<file path="src/srbrc_pkg.sv">
// Constants and types for the rail source, button and reset control block.
// Assumes one 125 MHz core clock; all timing counts derive from it.
package srbrc_pkg;
  localparam int CLK_FREQ_MHZ      = 125;              // Core clock rate
  localparam int INT_PULSE_TIME_US = 128;              // Interrupt pulse width
  localparam int INT_PULSE_CYCLES  = INT_PULSE_TIME_US * CLK_FREQ_MHZ;
  localparam int TICK_TIME_US      = 1000;             // Button timer unit, 1 ms
  localparam int TICK_CYCLES       = TICK_TIME_US * CLK_FREQ_MHZ;
  localparam int WATCHDOG_TIME_S   = 14;               // Adapter watchdog window
  localparam int WATCHDOG_CYCLES   = WATCHDOG_TIME_S * 1000000 * CLK_FREQ_MHZ;
  localparam int RESET_OFF_TIME_US = 1000;             // Rail off time in a power cycle
  localparam int RESET_OFF_CYCLES  = RESET_OFF_TIME_US * CLK_FREQ_MHZ;
  localparam int CNT_W             = 32;               // Long counter width
  localparam int TIME_W            = 8;                // Timer setting width, ms
  localparam int PRESS_W           = 10;               // Press length counter width
  localparam int LP_SHIP_BIT       = 1;                // Action codes 1x mean ship
  localparam logic [1:0] LP_POWER_CYCLE = 2'h0;        // Long press: power cycle
  localparam logic [1:0] PEND_MAX       = 2'h3;        // Queued interrupt limit

  // Rail source selection codes
  typedef enum logic [1:0] {
    SRC_NORMAL       = 2'b00,
    SRC_BATTERY      = 2'b01,
    SRC_OFF_FLOAT    = 2'b10,
    SRC_OFF_PULLDOWN = 2'b11
  } srbrc_src_e;

  // Power states
  typedef enum logic [1:0] {
    PWR_ACTIVE = 2'b00,
    PWR_SHIP   = 2'b01,
    PWR_WAKE   = 2'b10,
    PWR_RESET  = 2'b11
  } srbrc_pwr_e;
endpackage

</file>
<file path="src/srbrc_top.sv">
// Rail source selection, push-button timing, adapter watchdog and the
// open-drain interrupt pulse. Analogue comparator results arrive as
// synchronous levels; host writes and reads arrive as one-cycle pulses.
`timescale 1ns/10ps
`default_nettype none

// Functional notes
// [RULE_01] Default: input if valid, else battery
// [RULE_02] Battery-forced: battery powers rail above undervoltage
// [RULE_03] Forced write below undervoltage falls to default
// [RULE_04] Undervoltage during forced mode returns to default
// [RULE_05] Forced mode stops charging
// [RULE_06] Floating off: rail disconnected, aux regulator off
// [RULE_07] Pulled-down off: rail disconnected and pulled down
// [RULE_08] Off modes left only by write or reset
// [RULE_09] Regulation needs input in valid window
// [RULE_10] Timer durations latched while timer runs
// [RULE_11] First press expiry sets flag, pulses interrupt
// [RULE_12] Second press expiry sets flag, interrupt only
// [RULE_13] Flags cleared by read; re-interrupt after clear
// [RULE_14] Ship wake: always-on on, count first press
// [RULE_15] Early release returns to ship mode
// [RULE_16] Held button after wake suppresses press events
// [RULE_17] Valid input ends ship wake immediately
// [RULE_18] Long press runs configured action at once
// [RULE_19] Warning flag before long press expiry
// [RULE_20] No late change into power cycle; gated
// [RULE_21] Reset request power-cycles rail, always-on stays
// [RULE_22] Adapter watchdog forces reset after 14 s
// [RULE_23] Open-drain 128 us low pulses after valid start
// [RULE_24] Masked events never pulse, even after unmask
module srbrc_top
  import srbrc_pkg::*;
#(
  parameter int unsigned INT_PULSE_CYC = INT_PULSE_CYCLES,
  parameter int unsigned TICK_CYC      = TICK_CYCLES,
  parameter int unsigned WATCHDOG_CYC  = WATCHDOG_CYCLES,
  parameter int unsigned RESET_OFF_CYC = RESET_OFF_CYCLES
)(
  input  wire logic              core_clk_in,
  input  wire logic              reset_in,
  input  wire logic              input_valid_in,
  input  wire logic              input_uvlo_ok_in,
  input  wire logic              input_above_sleep_in,
  input  wire logic              input_ovp_in,
  input  wire logic              battery_above_uvlo_in,
  input  wire logic [1:0]        rail_source_select_in,
  input  wire logic              rail_source_write_in,
  input  wire logic              button_input_n_in,
  input  wire logic [TIME_W-1:0] first_press_time_in,
  input  wire logic [TIME_W-1:0] second_press_time_in,
  input  wire logic [TIME_W-1:0] long_press_time_in,
  input  wire logic [TIME_W-1:0] warning_lead_time_in,
  input  wire logic [1:0]        long_press_action_in,
  input  wire logic              reset_needs_input_power_in,
  input  wire logic              hardware_reset_request_in,
  input  wire logic              ship_mode_request_in,
  input  wire logic              adapter_watchdog_enable_in,
  input  wire logic              i2c_transaction_in,
  input  wire logic              flag_read_in,
  input  wire logic [2:0]        press_int_mask_in,
  input  wire logic              startup_valid_in,
  input  wire logic              startup_fault_in,
  output logic [1:0]             rail_mode_out,
  output logic                   rail_from_input_out,
  output logic                   rail_from_battery_out,
  output logic                   rail_pulldown_out,
  output logic                   regulation_enable_out,
  output logic                   aux_regulator_allow_out,
  output logic                   always_on_enable_out,
  output logic                   charge_inhibit_out,
  output logic                   ship_mode_out,
  output logic                   hardware_reset_request_active_out,
  output logic                   first_press_flag_out,
  output logic                   second_press_flag_out,
  output logic                   reset_warning_flag_out,
  output logic                   int_n_out,
  output logic                   int_oe_out
);

  // True on the tick in which a press counter steps onto its threshold
  function automatic logic hit(input logic [PRESS_W-1:0] cnt,
                               input logic [PRESS_W-1:0] thr);
    hit = (PRESS_W'(cnt + 1'b1) == thr);
  endfunction

  srbrc_pwr_e         state, next_state;       // Power state
  srbrc_src_e         mode, next_mode;         // Effective rail source
  logic [CNT_W-1:0]   tick_cnt, next_tick_cnt; // Millisecond prescaler
  logic [CNT_W-1:0]   off_cnt, next_off_cnt;   // Power cycle off time
  logic [CNT_W-1:0]   wd_cnt, next_wd_cnt;     // Watchdog count
  logic               wd_run, next_wd_run;     // Watchdog armed
  logic               vin_q;                   // Input valid, last cycle
  logic               press_q;                 // Button pressed, last cycle
  logic               armed, next_armed;       // Press events allowed
  logic               vin_lost, next_vin_lost; // Input dropped during press
  logic [PRESS_W-1:0] press_cnt, next_press_cnt;
  logic [PRESS_W-1:0] thr1, thr2, thrw, thrl;  // Latched thresholds
  logic [PRESS_W-1:0] next_thr1, next_thr2, next_thrw, next_thrl;
  logic [1:0]         act_lat, next_act_lat;   // Action seen at press start
  logic [2:0]         flags, next_flags;       // Warning, second, first
  logic [2:0]         set_ev;                  // Flag set events
  logic               next_from_in, next_from_bat, next_pd, next_reg, next_aux;
  logic               press, tick, step, lp_hit;
  logic [1:0]         act_eff;                 // Action applied at expiry

  assign press = !button_input_n_in;
  assign tick  = (tick_cnt == CNT_W'(TICK_CYC - 1));
  assign step  = press && press_q && tick;

  // Late change of action to power cycle keeps the latched action
  always_comb
  begin
    act_eff = long_press_action_in;
    if (long_press_action_in == LP_POWER_CYCLE && act_lat != LP_POWER_CYCLE)
    begin
      act_eff = act_lat; // see [RULE_20]
    end
  end

  assign lp_hit = step && armed && state == PWR_ACTIVE && hit(press_cnt, thrl);

  // Next state for power, mode, button timing and watchdog
  always_comb
  begin
    next_state     = state;
    next_mode      = mode;
    next_tick_cnt  = tick ? '0 : CNT_W'(tick_cnt + 1'b1);
    next_off_cnt   = '0;
    next_wd_cnt    = CNT_W'(wd_cnt + 1'b1);
    next_wd_run    = wd_run;
    next_armed     = armed;
    next_vin_lost  = vin_lost || !input_valid_in;
    next_press_cnt = press_cnt;
    next_thr1      = thr1;
    next_thr2      = thr2;
    next_thrw      = thrw;
    next_thrl      = thrl;
    next_act_lat   = act_lat;
    next_flags     = flags;
    set_ev         = '0;
    // Durations latched only when a press starts
    if (press && !press_q)
    begin
      next_press_cnt = '0;                                    // see [RULE_10]
      next_thr1      = PRESS_W'(first_press_time_in);
      next_thr2      = PRESS_W'(first_press_time_in) + PRESS_W'(second_press_time_in);
      next_thrl      = PRESS_W'(long_press_time_in);
      next_thrw      = PRESS_W'(long_press_time_in) - PRESS_W'(warning_lead_time_in);
      next_act_lat   = long_press_action_in;
      next_vin_lost  = !input_valid_in;
    end
    else if (step && press_cnt != '1)
    begin
      next_press_cnt = PRESS_W'(press_cnt + 1'b1);
    end
    // Release re-arms press events
    if (!press)
    begin
      next_armed = 1'b1; // see [RULE_16]
    end
    // Flag events only when clear, armed and running
    if (step && armed && state == PWR_ACTIVE)
    begin
      set_ev[0] = hit(press_cnt, thr1) && !flags[0]; // see [RULE_11]
      set_ev[1] = hit(press_cnt, thr2) && !flags[1]; // see [RULE_12]
      set_ev[2] = hit(press_cnt, thrw) && !flags[2]; // see [RULE_19]
    end
    // Read clears, a same-cycle set wins
    next_flags = (flag_read_in ? 3'h0 : flags) | set_ev; // see [RULE_13]
    // Rail source writes and battery undervoltage fallback
    if (rail_source_write_in)
    begin
      next_mode = srbrc_src_e'(rail_source_select_in); // see [RULE_08]
      if (next_mode == SRC_BATTERY && !battery_above_uvlo_in)
      begin
        next_mode = SRC_NORMAL; // see [RULE_03]
      end
    end
    else if (mode == SRC_BATTERY && !battery_above_uvlo_in)
    begin
      next_mode = SRC_NORMAL; // see [RULE_04]
    end
    // Adapter watchdog starts when a valid adapter appears
    if (!adapter_watchdog_enable_in || !input_valid_in || i2c_transaction_in)
    begin
      next_wd_run = 1'b0; // see [RULE_22]
    end
    else if (input_valid_in && !vin_q)
    begin
      next_wd_run = 1'b1;
      next_wd_cnt = '0;
    end
    case (state)
      PWR_ACTIVE:
      begin
        if (hardware_reset_request_in ||
            (wd_run && wd_cnt == CNT_W'(WATCHDOG_CYC - 1)))
        begin
          next_state  = PWR_RESET; // see [RULE_21]
          next_wd_run = 1'b0;
        end
        else if (lp_hit && act_eff[LP_SHIP_BIT])
        begin
          next_state = PWR_SHIP; // see [RULE_18]
        end
        else if (lp_hit && act_eff == LP_POWER_CYCLE &&
                 !(reset_needs_input_power_in && next_vin_lost))
        begin
          next_state = PWR_RESET; // see [RULE_20]
        end
        else if (ship_mode_request_in)
        begin
          next_state = PWR_SHIP;
        end
      end
      PWR_SHIP:
      begin
        if (input_valid_in)
        begin
          next_state = PWR_ACTIVE; // see [RULE_17]
        end
        else if (press)
        begin
          next_state = PWR_WAKE; // see [RULE_14]
        end
      end
      PWR_WAKE:
      begin
        if (input_valid_in)
        begin
          next_state = PWR_ACTIVE; // see [RULE_17]
        end
        else if (!press)
        begin
          next_state = PWR_SHIP; // see [RULE_15]
        end
        else if (step && hit(press_cnt, thr1))
        begin
          next_state = PWR_ACTIVE; // see [RULE_14]
          next_armed = 1'b0;       // see [RULE_16]
        end
      end
      PWR_RESET:
      begin
        next_off_cnt = CNT_W'(off_cnt + 1'b1);
        next_mode    = SRC_NORMAL; // see [RULE_08]
        if (off_cnt == CNT_W'(RESET_OFF_CYC - 1))
        begin
          next_state = PWR_ACTIVE;
        end
      end
      default:
      begin
        next_state = PWR_ACTIVE;
      end
    endcase
  end

  // Rail switches from the current state and mode
  always_comb
  begin
    next_from_in  = 1'b0;
    next_from_bat = 1'b0;
    next_pd       = 1'b0;
    next_aux      = 1'b0;
    if (state == PWR_SHIP || state == PWR_WAKE || state == PWR_RESET)
    begin
      next_pd = 1'b1; // see [RULE_01]
    end
    else if (mode == SRC_NORMAL)
    begin
      next_from_in  = input_valid_in;  // see [RULE_01]
      next_from_bat = !input_valid_in;
      next_aux      = 1'b1;
    end
    else if (mode == SRC_BATTERY)
    begin
      next_from_bat = battery_above_uvlo_in; // see [RULE_02]
      next_aux      = 1'b1;
    end
    else
    begin
      next_pd = (mode == SRC_OFF_PULLDOWN); // see [RULE_06] see [RULE_07]
    end
    // Regulation only with input in its window and routed to the rail
    next_reg = next_from_in && input_uvlo_ok_in && input_above_sleep_in &&
               !input_ovp_in; // see [RULE_09]
  end

  // Register control state and the rail switch outputs
  always_ff @(posedge core_clk_in)
  begin
    if (reset_in)
    begin
      state                   <= PWR_ACTIVE;
      mode                    <= SRC_NORMAL;
      tick_cnt                <= '0;
      off_cnt                 <= '0;
      wd_cnt                  <= '0;
      wd_run                  <= 1'b0;
      vin_q                   <= 1'b0;
      press_q                 <= 1'b0;
      armed                   <= 1'b0;
      vin_lost                <= 1'b0;
      press_cnt               <= '0;
      thr1                    <= '0;
      thr2                    <= '0;
      thrw                    <= '0;
      thrl                    <= '0;
      act_lat                 <= LP_POWER_CYCLE;
      flags                   <= '0;
      rail_from_input_out     <= 1'b0;
      rail_from_battery_out   <= 1'b0;
      rail_pulldown_out       <= 1'b1;
      regulation_enable_out   <= 1'b0;
      aux_regulator_allow_out <= 1'b0;
    end
    else
    begin
      state                   <= next_state;
      mode                    <= next_mode;
      tick_cnt                <= next_tick_cnt;
      off_cnt                 <= next_off_cnt;
      wd_cnt                  <= next_wd_cnt;
      wd_run                  <= next_wd_run;
      vin_q                   <= input_valid_in;
      press_q                 <= press;
      armed                   <= next_armed;
      vin_lost                <= next_vin_lost;
      press_cnt               <= next_press_cnt;
      thr1                    <= next_thr1;
      thr2                    <= next_thr2;
      thrw                    <= next_thrw;
      thrl                    <= next_thrl;
      act_lat                 <= next_act_lat;
      flags                   <= next_flags;
      rail_from_input_out     <= next_from_in;
      rail_from_battery_out   <= next_from_bat;
      rail_pulldown_out       <= next_pd;
      regulation_enable_out   <= next_reg;
      aux_regulator_allow_out <= next_aux;
    end
  end

  assign rail_mode_out          = mode;
  assign charge_inhibit_out     = (mode == SRC_BATTERY); // see [RULE_05]
  assign always_on_enable_out   = (state != PWR_SHIP);   // see [RULE_21]
  assign ship_mode_out          = (state == PWR_SHIP);
  assign hardware_reset_request_active_out    = (state == PWR_RESET);
  assign first_press_flag_out   = flags[0];
  assign second_press_flag_out  = flags[1];
  assign reset_warning_flag_out = flags[2];

  // Interrupt pulses; up to three events queue during a pulse, further ones are dropped
  logic [CNT_W-1:0] pulse_cnt, next_pulse_cnt;
  logic [1:0]       pend, next_pend;
  logic             pulsing, next_pulsing;
  logic             int_ev;

  // Edges only: unmasking a standing condition makes no pulse
  assign int_ev = |(set_ev & ~press_int_mask_in) &&
                  startup_valid_in && !startup_fault_in; // see [RULE_24] see [RULE_23]

  always_comb
  begin
    next_pulse_cnt = '0;
    next_pulsing   = pulsing;
    next_pend      = pend;
    if (int_ev && pend != PEND_MAX)
    begin
      next_pend = 2'(pend + 1'b1);
    end
    if (pulsing)
    begin
      next_pulse_cnt = CNT_W'(pulse_cnt + 1'b1);
      if (pulse_cnt == CNT_W'(INT_PULSE_CYC - 1))
      begin
        next_pulsing = 1'b0; // see [RULE_23]
      end
    end
    else if (pend != 2'h0)
    begin
      next_pulsing = 1'b1;
      next_pend    = 2'(next_pend - 1'b1);
    end
  end

  always_ff @(posedge core_clk_in)
  begin
    if (reset_in)
    begin
      pulse_cnt  <= '0;
      pend       <= '0;
      pulsing    <= 1'b0;
      int_oe_out <= 1'b0;
    end
    else
    begin
      pulse_cnt  <= next_pulse_cnt;
      pend       <= next_pend;
      pulsing    <= next_pulsing;
      int_oe_out <= next_pulsing;
    end
  end

  // Open drain: only ever drives low
  assign int_n_out = 1'b0;

  // Helper: length of the current low pulse
  logic [CNT_W-1:0] oe_len;
  always_ff @(posedge core_clk_in)
  begin
    oe_len <= (reset_in || !int_oe_out) ? '0 : CNT_W'(oe_len + 1'b1);
  end

  property p_force_ignored;
    @(posedge core_clk_in) disable iff (reset_in)
    rail_source_write_in && rail_source_select_in == SRC_BATTERY &&
    !battery_above_uvlo_in && state != PWR_RESET |=> mode == SRC_NORMAL;
  endproperty
  a_force_ignored: assert property (p_force_ignored) // see [RULE_03]
    else $error("forced battery accepted below undervoltage");

  property p_auto_return;
    @(posedge core_clk_in) disable iff (reset_in)
    mode == SRC_BATTERY && !battery_above_uvlo_in && !rail_source_write_in |=>
      mode == SRC_NORMAL;
  endproperty
  a_auto_return: assert property (p_auto_return) // see [RULE_04]
    else $error("forced battery kept below undervoltage");

  property p_off_hold;
    @(posedge core_clk_in) disable iff (reset_in)
    mode[1] && !rail_source_write_in && state != PWR_RESET |=> $stable(mode);
  endproperty
  a_off_hold: assert property (p_off_hold) // see [RULE_08]
    else $error("rail off mode left without write or reset");

  property p_pulldown;
    @(posedge core_clk_in) disable iff (reset_in)
    mode == SRC_OFF_PULLDOWN && state == PWR_ACTIVE |=>
      rail_pulldown_out && !rail_from_input_out && !rail_from_battery_out;
  endproperty
  a_pulldown: assert property (p_pulldown) // see [RULE_07]
    else $error("pulled down mode not applied");

  property p_reg_window;
    @(posedge core_clk_in) disable iff (reset_in)
    regulation_enable_out |->
      $past(input_uvlo_ok_in && input_above_sleep_in && !input_ovp_in);
  endproperty
  a_reg_window: assert property (p_reg_window) // see [RULE_09]
    else $error("regulation outside input window");

  property p_pulse_width;
    @(posedge core_clk_in) disable iff (reset_in)
    $fell(int_oe_out) |-> $past(oe_len) == CNT_W'(INT_PULSE_CYC - 1);
  endproperty
  a_pulse_width: assert property (p_pulse_width) // see [RULE_23]
    else $error("interrupt pulse width wrong");

  property p_flag_held;
    @(posedge core_clk_in) disable iff (reset_in)
    first_press_flag_out && !flag_read_in |=> first_press_flag_out;
  endproperty
  a_flag_held: assert property (p_flag_held) // see [RULE_13]
    else $error("press flag cleared without read");

  property p_early_release;
    @(posedge core_clk_in) disable iff (reset_in)
    state == PWR_WAKE && !press && !input_valid_in |=> state == PWR_SHIP ##1 rail_pulldown_out;
  endproperty
  a_early_release: assert property (p_early_release) // see [RULE_15]
    else $error("early release did not return to ship");

  property p_vin_wake;
    @(posedge core_clk_in) disable iff (reset_in)
    state == PWR_WAKE && input_valid_in |=> state == PWR_ACTIVE;
  endproperty
  a_vin_wake: assert property (p_vin_wake) // see [RULE_17]
    else $error("valid input did not end ship wake");

  property p_hw_request;
    @(posedge core_clk_in) disable iff (reset_in)
    hardware_reset_request_in && state == PWR_ACTIVE |=>
      hardware_reset_request_active_out && always_on_enable_out ##1 rail_pulldown_out;
  endproperty
  a_hw_request: assert property (p_hw_request) // see [RULE_21]
    else $error("reset request did not power cycle");

endmodule

`default_nettype wire

</file>
<file path="config.mk">
export PLATFORM = sky130hd
export DESIGN_NAME = srbrc_top
export DESIGN_NICKNAME = d
export VERILOG_FILES = /design/src/srbrc_pkg.sv /design/src/srbrc_top.sv
export SDC_FILE = /design/constraint.sdc
export NUM_CORES = 1
export LEC_CHECK = 0
export ABC_CLOCK_PERIOD_IN_PS = 2970
export CAP_MARGIN = 10
export CORE_ASPECT_RATIO = 2
export CORE_MARGIN = 2
export CORE_UTILIZATION = 55
export DETAILED_ROUTE_END_ITERATION = 7
export DONT_BUFFER_PORTS = 1
export PLACE_DENSITY = 0.73
export SETUP_SLACK_MARGIN = 0.15
export SYNTH_ARGS = -nofsm -noshare
export SYNTH_HDL_FRONTEND = slang
export SYNTH_SLANG_ARGS = --single-unit
</file>
<file path="constraint.sdc">
create_clock -name core_clk_in -period 2.97 [get_ports core_clk_in]
set_input_delay 0.891 -clock core_clk_in [delete_from_list [all_inputs] [get_ports core_clk_in]]
set_output_delay 0.891 -clock core_clk_in [all_outputs]
set_load 0.01 [all_outputs]
</file>
; Word level (Yosys, flattened, before mapping)
; Cells that the tools add are included.
[classes]
bitwise_logic = 5
n_eq_ne = 21
n_reduce_logical = 59
n_shift = 0
addsub = 9
magnitude_cmp = 0
div = 0
multipliers = 0
mux = 43
[op_table]
columns = op, n
row1 = $add A32 B1 Y32 const B, 4
row2 = $eq A32 B17 Y1 const B, 2
row3 = $mux W32, 2
row4 = $mux W2, 17
row5 = $eq A32 B14 Y1 const B, 1
row6 = $eq A32 B31 Y1 const B, 1
row7 = $logic_and A1 B1 Y1, 26
row8 = $mux W1, 21
row9 = $eq A10 B10 Y1, 2
row10 = $eq A10 B8 Y1, 2
row11 = $logic_not A1 Y1, 12
row12 = $reduce_or A2 Y1, 6
row13 = $add A10 B1 Y10 const B, 1
row14 = $ne A10 B10 Y1 const B, 1
row15 = $add A8 B8 Y9, 1
row16 = $sub A8 B8 Y9, 1
row17 = $logic_not A2 Y1, 4
row18 = $pmux W2 S4, 1
row19 = $eq A2 B1 Y1 const B, 3
row20 = $eq A2 B2 Y1 const B, 3
row21 = $logic_or A1 B1 Y1, 6
row22 = $mux W3, 2
row23 = $reduce_bool A2 Y1, 3
row24 = $ne A5 B2 Y1 const B, 1
row25 = other kinds (12), 14
[totals]
latchBits = 0
elab_cells = 162
ramBits = 0
rom_bits = 0
mem_count = 0
regBits = 196
inputBits = 56
out_inout_bits = 16

; Depth between registers and ports, before layout
[logic_depth]
ltp_word = 15
mapped_depth = 10
mapped_depth_nobuf = 10

; Worst setup path before layout
; No wires, ideal clock.
[synth_path]
path_kind = register -> register
from = register press_cnt[1]
to = register pend[0]
t_arrival_ps = 2795
slack_ps = 51
synth_period_minus_slack_ps = 2919
t_required_ps = 2847
path_stages_with_launch = 10
setup_ps = 123
n_path_buf = 1
path_cell_list = dfxtp_1 -> ha_1 -> clkbuf_1 -> xnor2_1 -> nand2_1 -> a311o_2 -> a2111o_1 -> or4b_4 -> o311ai_4 -> mux2_1
[synth_via]
elab_chain_cells = 13
word_cells_on_any_way = 17
cone_classes = add/sub (2) / eq/ne (3) / mux (4) / bitwise (1) / reduce/logical (7)
[synth_lines]
columns = element, line_no
row1 = "start, declared", srbrc_top.sv:97  ; logic [PRESS_W-1:0] press_cnt, next_press_cnt;
row2 = "start signal, assigned", srbrc_top.sv:331  ; press_cnt <= next_press_cnt;
row3 = $add A10 B1 Y10 (*), srbrc_top.sv:84  ; hit = (PRESS_W'(cnt + 1'b1) == thr);
row4 = $eq A10 B8 Y1 or $eq A10 B10 Y1 (tied branches), srbrc_top.sv:84
row5 = "$logic_and A1 B1 Y1, on equally long branches", "srbrc_top.sv:165, srbrc_top.sv:166, srbrc_top.sv:167"
row6 = $mux W3 (*), srbrc_top.sv:163  ; if (step && armed && state == PWR_ACTIVE)
row7 = $and A3 B3 Y3 (*), srbrc_top.sv:362  ; assign int_ev = |(set_ev & ~press_int_mask_in) &&
row8 = $reduce_or A3 Y1 (*), srbrc_top.sv:362
row9 = $logic_and A1 B1 Y1 (*), srbrc_top.sv:362
row10 = $logic_and A1 B1 Y1 (*), srbrc_top.sv:363  ; startup_valid_in && !startup_fault_in;
row11 = $logic_and A1 B1 Y1 (*), srbrc_top.sv:370  ; if (int_ev && pend != PEND_MAX)
row12 = $mux W2 (*), srbrc_top.sv:370
row13 = $sub A2 B1 Y2, srbrc_top.sv:385  ; next_pend = 2'(next_pend - 1'b1);
row14 = $mux W2, srbrc_top.sv:382  ; else if (pend != 2'h0)
row15 = $mux W2 (*), srbrc_top.sv:374  ; if (pulsing)
row16 = "end signal, assigned", srbrc_top.sv:401  ; pend <= next_pend;
row17 = "end, declared", srbrc_top.sv:357  ; logic [1:0] pend, next_pend;
; Mark *: on every way between the ends. The rest lies on a longest branch, timed or not.
; A chain may end at the register's enable or synchronous reset.

; Worst setup path after layout
[layout_path]
from = register press_cnt[0]
to = register pend[1]
; The elaborated chain is that of the path after synthesis.

==> flow_summary.json <==
{
  "status": "complete, no violations",
  "viasPerCell": 5.85,
  "drive_above_1_share_pct": 11.5,
  "syn_area_mm2": 0.00987,
  "grt_pass1_vias": 8054,
  "die_h_um": 193,
  "yosysSeqAreaShare_pct": 39.3,
  "startpoint": "press_cnt[0]",
  "num-fill-cells": 1506,
  "synthCells": 1139,
  "setup_violations": 0,
  "maxSlewViolCount": 0,
  "path_cells": "ha_4, xnor2_2, nand2_2, a311o_2, a2111o_1, or4b_4, o311ai_4, mux2_4",
  "max_freq_ghz": 0.353,
  "drc": 0,
  "antenna_found_initial": 0,
  "post-place-ws_ns": -0.00203,
  "numCtsBuffers": 17,
  "vias": 8169,
  "initial_core_util_pct": 55.8,
  "max_slew_margin_pct": 55.8,
  "period_share_pct": 95.4,
  "slowest_delay_ns": 0.51,
  "worst_setup_path_end_kind": "flop",
  "num_antenna_cells": 0,
  "synth.area.top_cells": "dfxtp_1, xor2_1, nor2_1, xnor2_1, nand2_1",
  "synth_area_per_cell_um2": 8.67,
  "areaGrowthSynthToFinish_pct": 11.5,
  "min_path_cells": 1,
  "io_pins": 72,
  "top_layer": "met4",
  "rsz0062_at_grt": "yes",
  "clk_pin_slew_ns": 0.07,
  "dpl-instance-area_mm2": 0.0103,
  "synth_flop_cell": "dfxtp_1",
  "gp_congestion": 1.02,
  "cp.required_ns": 3.30,
  "stdcell_count": 1396,
  "port_buffers": 0,
  "ys.warnings.count": 0,
  "cts_htree_levels": 4,
  "skew_ns": 0.0143,
  "peakVddDrop_mv": 0.478,
  "synth_top_area_share_pct": 39.3,
  "hold_viol": 0,
  "drt_iter0_markers": 280,
  "met2_length_um": 13200,
  "holdCritStartpoint": "tick_cnt[0]",
  "clkSinkCount": 194,
  "p_leak_nw": 3.99,
  "fin_tns_setup_ns": 0,
  "final_cell_area_mm2": 0.0110,
  "dr.pass1.iters": 5,
  "clockRootBuffer": "clkbuf_16",
  "setup_slack_ns": 0.136,
  "cp_max_fo": 2,
  "clk_path_buf_depth": 2,
  "synth-edff-count": 0,
  "crit_family": "compound AO/OA/AOI/OAI gates",
  "synth.largest_area_cell": "dfxtp_1",
  "grt_first_pass_wirelength_um": 39100,
  "crit_buf_inv": 0,
  "cp_slowest_cell": "or4b_4",
  "wl_met3_um": 929,
  "nNetsFinal": 1251,
  "r2r_end": "pend[1]",
  "cp-start-kind": "flop",
  "period_needed_ns": 2.83,
  "powerDensity_mw_per_mm2": 505,
  "r2r_setup_slack_ns": 0.14,
  "worstPathArrival_ns": 3.16,
  "final_util_pct": 62.2,
  "clock_latency_ns": 0.44,
  "coreArea_mm2": 0.0177,
  "wirelength_um": 24300,
  "worst_pin_slew_ns": 0.663,
  "tritoncts": "yes",
  "async_flop_share_pct": 0,
  "worst-r2r-cell-count": 8,
  "hp-class": "flop to flop",
  "reg2reg_from": "press_cnt[0]",
  "hpwl_um": 18200,
  "drt.antenna.violating_nets": 0,
  "min_delay_worst_endpoint": "tick_cnt[0]",
  "synth_nets": 1220,
  "ys_ff_latch": 194,
  "track_usage_pct": 25.5,
  "drt-met1-wl_um": 8890,
  "rows": 69,
  "grt_max_degree": 33,
  "dieArea_mm2": 0.0191,
  "worstSetupPathType": "flop to flop",
  "place_inst": 1359,
  "grt-ovfl-total": 0,
  "routedWlPerCell_um": 17.4,
  "maxCapViolations": 0,
  "synth_cell_types": 81,
  "dieWidth_um": 98.7
}
-- power breakdown --
group          total [mW]  switching, mW  internal [mW]
combinational       0.534          0.299          0.235
clock                2.24           1.09           1.16
sequential           2.78         0.0985           2.68
total                5.56           1.49           4.07
-- per-stage QoR --
step                      power, mW  hold slack, ns
after global routing           5.77           0.494
after CTS                      5.60           0.458
after floorplan                3.21           0.418
final                          5.56           0.453
after detailed placement       3.36           0.442
after global placement         3.34           0.436
-- registers in the layout, indices dropped and copies added (netlist names), 2 cells and up --
name           cells
tick_cnt          32
state              2
thr2               9
rail_mode_out      2
act_lat            2
thrl               8
pulse_cnt         32
off_cnt           32
pend               2
wd_cnt            32
press_cnt         10
thrw               9
thr1               8
flags              3
-- cell usage in the layout (no fill, tap or decap), types with 4 or more instances in the layout --
cell,instances
dfxtp_1,185
or4_1,6
a21boi_0,7
and4_1,13
nor4b_1,8
and3_1,22
and2_1,6
inv_1,40
a31oi_1,4
nor2_1,172
inv_6,5
or3_1,24
xnor3_1,4
nor2b_1,11
xor2_1,83
mux2i_1,6
a22o_1,18
clkbuf_16,17
nand4_1,37
xnor2_1,60
nor3_1,17
a21o_1,6
clkinv_4,4
nand3_1,55
o31ai_1,4
buf_4,53
a21oi_1,32
nand2b_1,12
dfxtp_2,7
o21ai_0,42
ha_1,22
nand2_1,88
nor4_1,21
or2_2,4
-- routing by layer --
metal  global-route usage (%)  vias up
met4                     13.5        0
met5                        0        -
met2                     47.9      179
li1                         -     4044
met1                     25.8     3873
met3                     4.88       73
-- kinds of logic after synthesis --
logic type	Yosys count	share of synthesized area, %
compound gates	147	10.0
xor+xnor	153	14.9
fa+ha+maj	25	3.32
buf+inv	84	4.01
flops	194	39.3
mux	8	0.837
other cells	1	0.0380
simple gates	527	27.5
-- cell type report --
| cell class | count | area (µm²) | share of cell area (%) |
|---|---|---|---|
| well taps | 213 | 267 | 2.42 |
| inverters | 41 | 154 | 1.40 |
| repair buffers | 55 | 420 | 3.82 |
| clock buffers | 20 | 457 | 4.15 |
| clock inverters | 12 | 113 | 1.02 |
| multi-input cells | 861 | 5700 | 51.8 |
| flip-flops and latches | 194 | 3900 | 35.4 |
-- repair_timing --
item,in CTS,in global routing
buffers inserted,5,0
hold buffers,0,0
pin swaps,10,2
setup endpoints to repair,2,4
gates resized for setup,17,6
hold endpoints to repair,0,0
-- synth_stat cells (all sizes together), types with 6 or more instances --
| cell | n |
|---|---|
| dfxtp | 194 |
| nor2 | 174 |
| nand2 | 89 |
| xor2 | 83 |
| xnor2 | 63 |
| nand3 | 56 |
| o21ai | 43 |
| inv | 40 |
| nand4 | 38 |
| a21oi | 33 |
| clkbuf | 27 |
| nor4 | 27 |
| and3 | 24 |
| or3 | 24 |
| ha | 23 |
| a22o | 18 |
| nor3 | 18 |
| buf | 16 |
| and4 | 13 |
| nand2b | 12 |
| nor2b | 11 |
| nor4b | 10 |
| a21boi | 7 |
| and2 | 7 |
| a21o | 6 |
| mux2i | 6 |
| or4 | 6 |
| xnor3 | 6 |
-- worst max path at each step --
stage / endpoint / slack, ns / depth (start not counted)
after floorplan: pend[0] / 0.18 / 6
after global placement: thrw[8] / 0.02 / 10
after detailed placement: thrw[8] / -0.002 / 10
after CTS: pend[1] / 0.13 / 7
after global routing: pend[1] / 0.08 / 8
final: pend[1] / 0.14 / 8
Power figures use the tool's default switching activity.
